## src/pmcs_pkg.sv

```systemverilog
// Package of constants for the power, mode and clock supervisor.
// Assumes a single 40 MHz system clock and synchronous active-low reset.
package pmcs_pkg;

    // =========================================================================
    // Timing
    // =========================================================================
    localparam int unsigned CLK_HZ            = 40_000_000;
    // Wait for the external oscillator to settle, in microseconds.
    localparam int unsigned EXT_SETTLE_US     = 100;
    localparam int unsigned EXT_SETTLE_CYC    =
        (EXT_SETTLE_US * (CLK_HZ / 1_000_000) > 0) ?
        EXT_SETTLE_US * (CLK_HZ / 1_000_000) : 1;
    // Longest gap between external clock edges before failure, in ns.
    localparam int unsigned EXT_FAIL_NS       = 1000;
    localparam int unsigned EXT_FAIL_CYC      =
        (EXT_FAIL_NS * (CLK_HZ / 1_000_000) / 1000 > 0) ?
        EXT_FAIL_NS * (CLK_HZ / 1_000_000) / 1000 : 1;
    localparam int unsigned RESET_HOLD_CYC    = 16;
    localparam int unsigned CNT_W             = 16;

    // =========================================================================
    // Encodings
    // =========================================================================
    localparam logic [1:0] BOOT_USER_FLASH   = 2'h0;
    localparam logic [1:0] BOOT_SYSTEM_MEM   = 2'h1;
    localparam logic [1:0] BOOT_SRAM         = 2'h2;
    localparam logic [1:0] CLK_SEL_INT_RC    = 2'h0;
    localparam logic [1:0] CLK_SEL_EXT       = 2'h1;
    localparam int unsigned EXT_LINES        = 16;

    typedef enum logic [2:0] {
        ST_RESET, ST_RUN, ST_SLEEP, ST_STOP, ST_STANDBY
    } pwr_state_e;

    // Boot pins and option bit to boot source.
    function automatic logic [1:0] boot_decode(input logic pin0,
                                               input logic pin1,
                                               input logic opt);
        if (!pin0) begin
            boot_decode = BOOT_USER_FLASH;
        end else if (pin1 ^ opt) begin
            boot_decode = BOOT_SRAM;
        end else begin
            boot_decode = BOOT_SYSTEM_MEM;
        end
    endfunction : boot_decode

endpackage : pmcs_pkg

```

## src/power_mode_clock_supervisor.sv

```systemverilog
// Reset, supply monitoring, low-power mode sequencing and clock selection.
// Assumes analog comparators and wake sources arrive asynchronously as pins.
// Core reset output is active low; oscillator enables are active high.

// Contract
// - Hold reset while supply below threshold.
// - Threshold crossing either way raises interrupt.
// - Threshold detector idle until software enables.
// - Regulator enabled in main mode after reset.
// - Standby floats regulator, core loses power.
// - Sleep halts CPU; any interrupt wakes.
// - Stop gates clocks, oscillators off, retains state.
// - Stop regulator mode chosen by software.
// - Stop exits on enabled external line or RTC.
// - Standby powers core off, oscillators off.
// - Standby exits on reset, watchdog, wake, RTC.
// - RTC and watchdog clocks never stop.
// - Reset selects internal RC clock.
// - External clock failure falls back to RC.
// - Enabled clock failure raises interrupt.
// - Sample boot pins and option at startup.
module power_mode_clock_supervisor
    import pmcs_pkg::*;
#(
    parameter int unsigned SETTLE_CYC = EXT_SETTLE_CYC
) (
    input  wire logic                 clk,
    input  wire logic                 reset_n,
    input  wire logic                 supply_below_reset,
    input  wire logic                 supply_below_threshold,
    input  wire logic                 external_reset_pin_n,
    input  wire logic                 independent_watchdog_reset,
    input  wire logic                 wake_pin,
    input  wire logic                 rtc_event,
    input  wire logic [EXT_LINES-1:0] external_interrupt_lines,
    input  wire logic [EXT_LINES-1:0] stop_wake_mask,
    input  wire logic                 rtc_wake_enable,
    input  wire logic                 any_interrupt,
    input  wire logic                 detector_enable,
    input  wire logic                 detector_irq_clear,
    input  wire logic                 sleep_request,
    input  wire logic                 stop_request,
    input  wire logic                 standby_request,
    input  wire logic                 stop_lowpower_select,
    input  wire logic                 ext_clock_request,
    input  wire logic                 ext_clock_tick,
    input  wire logic                 clock_fail_irq_enable,
    input  wire logic                 clock_fail_irq_clear,
    input  wire logic                 boot_pin0,
    input  wire logic                 boot_pin1,
    input  wire logic                 boot_option,
    output logic                      core_reset_n,
    output logic                      cpu_clock_enable,
    output logic                      core_clock_enable,
    output logic                      core_power_enable,
    output logic                      regulator_enable,
    output logic                      regulator_main_mode,
    output logic                      regulator_lowpower_mode,
    output logic                      regulator_output_hiz,
    output logic                      internal_fast_rc_osc_en,
    output logic                      external_crystal_osc_en,
    output logic                      pll_enable,
    output logic                      always_on_clock_enable,
    output logic [1:0]                system_clock_select,
    output logic [1:0]                boot_source,
    output logic                      detector_irq,
    output logic                      supply_above_level,
    output logic                      clock_fail_irq,
    output logic                      clock_fail_flag
);

    // =========================================================================
    // Pin synchronisers
    // =========================================================================
    localparam int unsigned NSYNC = 8 + EXT_LINES;
    localparam logic [NSYNC-1:0] SYNC_IDLE = {{EXT_LINES{1'b0}}, 8'h20};
    logic [NSYNC-1:0] raw;
    logic [NSYNC-1:0] s1_q, s2_q, s3_q, filt_q;

    assign raw = {external_interrupt_lines, supply_below_reset,
                  supply_below_threshold, external_reset_pin_n,
                  independent_watchdog_reset, wake_pin, rtc_event,
                  ext_clock_tick, 1'b0};

    always_ff @(posedge clk) begin
        if (!reset_n) begin
            s1_q <= SYNC_IDLE;
            s2_q <= SYNC_IDLE;
            s3_q <= SYNC_IDLE;
        end else begin
            s1_q <= raw;
            s2_q <= s1_q;
            s3_q <= s2_q;
        end
    end

    // A change is accepted once the second and third stages agree.
    always_ff @(posedge clk) begin
        if (!reset_n) begin
            filt_q <= SYNC_IDLE;
        end else begin
            for (int i = 0; i < NSYNC; i++) begin
                if (s2_q[i] == s3_q[i]) begin
                    filt_q[i] <= s3_q[i];
                end
            end
        end
    end

    logic [EXT_LINES-1:0] lines_f;
    logic low_supply, thr_below, pin_rst_n, wdg_rst, wake_f, rtc_f, tick_f;
    assign lines_f    = filt_q[NSYNC-1:8];
    assign low_supply = filt_q[7];
    assign thr_below  = filt_q[6];
    assign pin_rst_n  = filt_q[5];
    assign wdg_rst    = filt_q[4];
    assign wake_f     = filt_q[3];
    assign rtc_f      = filt_q[2];
    assign tick_f     = filt_q[1];

    logic wake_prev_q, tick_prev_q, thr_prev_q;
    always_ff @(posedge clk) begin
        if (!reset_n) begin
            wake_prev_q <= 1'b0;
            tick_prev_q <= 1'b0;
            thr_prev_q  <= 1'b0;
        end else begin
            wake_prev_q <= wake_f;
            tick_prev_q <= tick_f;
            thr_prev_q  <= thr_below;
        end
    end

    // =========================================================================
    // Reset and power state machine
    // =========================================================================
    pwr_state_e state_q;
    logic [CNT_W-1:0] hold_q;
    logic hard_reset, wake_stop, wake_standby;

    assign hard_reset = low_supply || !pin_rst_n || wdg_rst;
    assign wake_stop = |(lines_f & stop_wake_mask) || (rtc_wake_enable && rtc_f);
    assign wake_standby = (wake_f && !wake_prev_q) || rtc_f;

    always_ff @(posedge clk) begin
        if (!reset_n || hard_reset) begin
            state_q <= ST_RESET;
            hold_q  <= '0;
        end else begin
            case (state_q)
                ST_RESET: begin
                    if (hold_q == CNT_W'(RESET_HOLD_CYC - 1)) begin
                        state_q <= ST_RUN;
                    end else begin
                        hold_q <= hold_q + 1'b1;
                    end
                end
                ST_RUN: begin
                    if (standby_request) begin
                        state_q <= ST_STANDBY;
                    end else if (stop_request) begin
                        state_q <= ST_STOP;
                    end else if (sleep_request) begin
                        state_q <= ST_SLEEP;
                    end
                end
                ST_SLEEP: begin
                    if (any_interrupt) begin
                        state_q <= ST_RUN;
                    end
                end
                ST_STOP: begin
                    if (wake_stop) begin
                        state_q <= ST_RUN;
                    end
                end
                ST_STANDBY: begin
                    if (wake_standby) begin
                        state_q <= ST_RESET;
                        hold_q  <= '0;
                    end
                end
                default: state_q <= ST_RESET;
            endcase
        end
    end

    // =========================================================================
    // Power, regulator and oscillator controls
    // =========================================================================
    logic in_stop, in_standby, in_reset, low_osc;
    assign in_stop    = (state_q == ST_STOP);
    assign in_standby = (state_q == ST_STANDBY);
    assign in_reset   = (state_q == ST_RESET);
    assign low_osc    = in_stop || in_standby;

    always_ff @(posedge clk) begin
        if (!reset_n) begin
            core_reset_n            <= 1'b0;
            cpu_clock_enable        <= 1'b0;
            core_clock_enable       <= 1'b0;
            core_power_enable       <= 1'b1;
            regulator_enable        <= 1'b1;
            regulator_main_mode     <= 1'b1;
            regulator_lowpower_mode <= 1'b0;
            regulator_output_hiz    <= 1'b0;
            internal_fast_rc_osc_en <= 1'b1;
            pll_enable              <= 1'b0;
            always_on_clock_enable  <= 1'b1;
        end else begin
            core_reset_n            <= !in_reset && !in_standby && !hard_reset;
            cpu_clock_enable        <= (state_q == ST_RUN);
            core_clock_enable       <= !low_osc;
            core_power_enable       <= !in_standby;
            regulator_enable        <= !in_standby;
            regulator_main_mode     <= !in_standby &&
                                       !(in_stop && stop_lowpower_select);
            regulator_lowpower_mode <= in_stop && stop_lowpower_select;
            regulator_output_hiz    <= in_standby;
            internal_fast_rc_osc_en <= !low_osc;
            pll_enable              <= 1'b0;
            always_on_clock_enable  <= 1'b1;
        end
    end

    // =========================================================================
    // Boot source capture
    // =========================================================================
    // sample boot straps
    always_ff @(posedge clk) begin
        if (!reset_n) begin
            boot_source <= BOOT_USER_FLASH;
        end else if (in_reset) begin
            boot_source <= boot_decode(boot_pin0, boot_pin1, boot_option);
        end
    end

    // =========================================================================
    // Supply threshold detector
    // =========================================================================
    always_ff @(posedge clk) begin
        if (!reset_n) begin
            detector_irq       <= 1'b0;
            supply_above_level <= 1'b0;
        end else if (!detector_enable) begin
            detector_irq       <= 1'b0;
            supply_above_level <= 1'b0;
        end else begin
            supply_above_level <= !thr_below;
            if (thr_below != thr_prev_q) begin
                detector_irq <= 1'b1;
            end else if (detector_irq_clear) begin
                detector_irq <= 1'b0;
            end
        end
    end

    // =========================================================================
    // Clock selection and external clock monitor
    // =========================================================================
    logic [CNT_W-1:0] settle_q, gap_q;
    logic ext_ok_q, fail_evt;
    assign fail_evt = (system_clock_select == CLK_SEL_EXT) &&
                      (gap_q >= CNT_W'(EXT_FAIL_CYC));

    always_ff @(posedge clk) begin
        if (!reset_n || in_reset) begin
            gap_q <= '0;
        end else if (tick_f != tick_prev_q || !external_crystal_osc_en) begin
            gap_q <= '0;
        end else if (gap_q != '1) begin
            gap_q <= gap_q + 1'b1;
        end
    end

    always_ff @(posedge clk) begin
        if (!reset_n || in_reset) begin
            system_clock_select     <= CLK_SEL_INT_RC;
            external_crystal_osc_en <= 1'b0;
            settle_q                <= '0;
            ext_ok_q                <= 1'b0;
        end else if (low_osc || fail_evt || !ext_clock_request) begin
            system_clock_select     <= CLK_SEL_INT_RC;
            external_crystal_osc_en <= ext_clock_request && !low_osc &&
                                       !fail_evt;
            settle_q                <= '0;
            ext_ok_q                <= 1'b0;
        end else begin
            external_crystal_osc_en <= 1'b1;
            if (settle_q == CNT_W'(SETTLE_CYC - 1)) begin
                ext_ok_q <= 1'b1;
            end else begin
                settle_q <= settle_q + 1'b1;
            end
            if (ext_ok_q && !clock_fail_flag) begin
                system_clock_select <= CLK_SEL_EXT;
            end
        end
    end

    always_ff @(posedge clk) begin
        if (!reset_n || in_reset) begin
            clock_fail_flag <= 1'b0;
            clock_fail_irq  <= 1'b0;
        end else begin
            if (fail_evt) begin
                clock_fail_flag <= 1'b1;
            end else if (clock_fail_irq_clear) begin
                clock_fail_flag <= 1'b0;
            end
            if (fail_evt && clock_fail_irq_enable) begin
                clock_fail_irq <= 1'b1;
            end else if (clock_fail_irq_clear) begin
                clock_fail_irq <= 1'b0;
            end
        end
    end

endmodule : power_mode_clock_supervisor

```

## config.mk

```make
export PLATFORM = sky130hd
export DESIGN_NAME = power_mode_clock_supervisor
export DESIGN_NICKNAME = d
export VERILOG_FILES = /design/src/pmcs_pkg.sv /design/src/power_mode_clock_supervisor.sv
export SDC_FILE = /design/constraint.sdc
export NUM_CORES = 1
export LEC_CHECK = 0
export ABC_AREA = 1
export BUFFER_PORTS_ARGS = -buffer_cell sky130_fd_sc_hd__buf_2
export CORE_UTILIZATION = 40
export CTS_BUF_LIST = sky130_fd_sc_hd__clkbuf_4 sky130_fd_sc_hd__clkbuf_8 sky130_fd_sc_hd__clkbuf_16
export DETAILED_ROUTE_END_ITERATION = 10
export GPL_ROUTABILITY_DRIVEN = 0
export PLACE_DENSITY = 0.67
export SLEW_MARGIN = 15
export SYNTH_ARGS = -nofsm -noshare
export SYNTH_HDL_FRONTEND = slang
export SYNTH_SLANG_ARGS = --single-unit
```

## constraint.sdc

```tcl
create_clock -name clk -period 2.1 [get_ports clk]
set_clock_uncertainty 0.05 [all_clocks]
set_input_delay 0.105 -clock clk [delete_from_list [all_inputs] [get_ports clk]]
set_output_delay 0.105 -clock clk [all_outputs]
set_load 0.01 [all_outputs]
```

==> metrics <==
EDFF count, synth 0; CTS tree built; Crit Path Category reg -> reg; #FFs+latches synth 163; Leakage 3.84 nW; vias in the first global route 4880; maxcap violations 0; total global routing overflow 0; Syn. warnings 0; share of cells above drive strength 1 15.6%; CTS sink count 163; clock-pin slew on the worst setup and hold paths 70 ps; hold_ws 29.9 ps; Via Count 5356; hold depth 6; first drt pass iteration count 4; # port buffers 71; Post-DP HPWL 8690 um; die area 16800 sq um; total negative slack 0 ps; most frequent cells in the layout 195 x nand2_1, 163 x dfxtp_1, 147 x inv_1; GR Util All Layers 16.5%; DRC 0; Iteration-0 DRC Markers 420; final net count 1038; Final Util 50.2%; CTS Buf Count 17; maximum fanout along the worst path 19; IO Pins 75; DR vias/cell 4.43; Synth cell types 46; Avg Cell Area, Syn 7.48 sq um; achievable frequency 534 MHz; RSZ-0062 raised after global routing false; critical path's slowest cell dfxtp_1; worst stage delay on the critical path 370 ps; VDD IR max 0.000613 V; Die Y-Extent 130 um; initial core utilization 41.0%; Tcrit/Tclk final 89.2%; ant diodes 0; Core Area 15900 sq um; Worst R2R Path Depth 8; required time worst endpoint 2360 ps; most frequently used flop master after synthesis dfxtp_1; first-pass GRT wire length 21800 um; cells along the critical path ha_1, nand3_1, nor2_1, nand3_2, nand2_4, inv_2, o21ai_0, nor2_1; Worst setup SP type register; Die Span X 130 um; DRT Wirelength 12900 um; Slew Viols, Final 0; clock network latency to the later pin of the worst-skew pair 430 ps; Finished Cell Area 7980 sq um; Syn Inst Count 870; number of post-CTS setup repair buffers 0; Pwr per Cell Area 903 nW/um^2; Final Hold Fails 0; Post-DP Area 7070 sq um; worst min path class in -> reg; synthesis-to-finish area growth 22.6%; largest net degree at the start of global routing 88; Seq/Total Area, Yosys 50.1%; Final setup viols 0; initial antenna violation count 0; PnR worst setup slack 226 ps; status finished clean; Setup crit end kind register; CP Data Arrival Time 2140 ps; Synth Cell Area 6510 sq um; most used cell, CP nor2_1; Root Driver clkbuf_16; asr flop ratio synth 0%; commonest non-fill, non-tap cell in the layout nand2_1; minimum clock period 1870 ps; htree depth 4; Routed wire per std cell 10.7 um; CTS Buffer Depth 2; antenna viol nets, final 0; pre-CTS setup slack 262 ps; Row Count 46
[synth_stat cells, types with 2 or more instances]
cell / number / share of area, %
xor2_1: 5 / 0.67
dfxtp_1: 163 / 50
nand4_1: 14 / 1.3
nand2_1: 195 / 11
nor3_1: 12 / 0.92
o21ai_0: 31 / 2.4
buf_4: 4 / 0.46
or2_1: 2 / 0.19
a21oi_2: 5 / 0.67
xnor2_1: 6 / 0.81
o21bai_1: 6 / 0.69
o21ai_1: 3 / 0.23
nand2_4: 3 / 0.52
a31oi_1: 5 / 0.48
inv_2: 9 / 0.52
buf_6: 2 / 0.35
nand3_1: 42 / 3.2
nor2_4: 4 / 0.69
nand3_2: 2 / 0.31
nor4_1: 2 / 0.19
o21ai_2: 2 / 0.27
clkinv_2: 2 / 0.15
a21oi_1: 51 / 3.9
nor2_2: 10 / 0.96
ha_1: 4 / 0.77
nand2_2: 6 / 0.58
inv_1: 147 / 8.5
nor2_1: 104 / 6.0
conb_1: 2 / 0.12
clkbuf_1: 8 / 0.46
or2_2: 4 / 0.38
[kinds of logic after synthesis]
logic type      Yosys count  share of synthesized area [%]
compound gates          107                           9.17
xor+xnor                 11                           1.48
fa+ha+maj                 4                          0.769
buf+inv                 174                           10.6
flops                   163                           50.1
other cells               2                          0.115
simple gates            409                           27.8
[cell type report]
type                            count  area, sq um
Fill cell                        1561         7910
Sequential cell                   163         3260
Multi-Input combinational cell    534         2560
Timing Repair Buffer              105          703
Inverter                          158          596
Clock buffer                       18          439
Tap cell                          216          270
Clock inverter                     14          145
[through the flow]
| stage | total power [mW] | instances |
|---|---|---|
| finish | 7.21 | 1208 |
| global placement | 4.19 | 1144 |
| floorplan | 3.99 | 871 |
| global route | 7.53 | 1208 |
| detailed placement | 4.21 | 1144 |
| CTS | 7.29 | 1208 |
[per-layer routing]
| metal | share of wire (%) | track usage (%) |
|---|---|---|
| met1 | 47 | 20.4 |
| met2 | 48 | 27.4 |
| met3 | 4.1 | 3.92 |
| met4 | 1.1 | 7.32 |
| met5 | 0 | 0 |
[sequential cells by signal (all words and copies together), names as in the netlist, 2 cells and up]
register     count
hold_q          16
boot_source      2
s1_q            23
settle_q        16
s3_q            23
gap_q           16
state_q          3
filt_q          23
s2_q            23
[power by group]
part | switching [mW] | internal [mW]
Sequential | 0.0862 | 3.23
Combinational | 0.569 | 0.304
Clock | 1.40 | 1.61
Total | 2.06 | 5.15
[worst paths after layout]
check / end / slack, ps / startpoint
setup / recovery: hold_q[1] / 230 / hold_q[0]
hold reg to reg: s2_q[10] / 360 / s1_q[10]
setup reg to reg: hold_q[1] / 230 / hold_q[0]
hold / removal: state_q[0] / 30 / sleep_request
[worst max-delay path, delay by kind of cell, from the launching register on]
kind	cells	cell delay (ps)
AND/OR/NAND/NOR	5	770
flip-flops	1	370
adder cells (fa/ha/maj)	1	240
AO/OA/AOI/OAI	1	180
buffers and inverters	1	150
[timing repair]
action	CTS	global route
hold buffers	32	0
endpoints found under the hold margin	34	0
gates resized for setup	0	0
No activity file was read; power rests on OpenSTA's default activity.
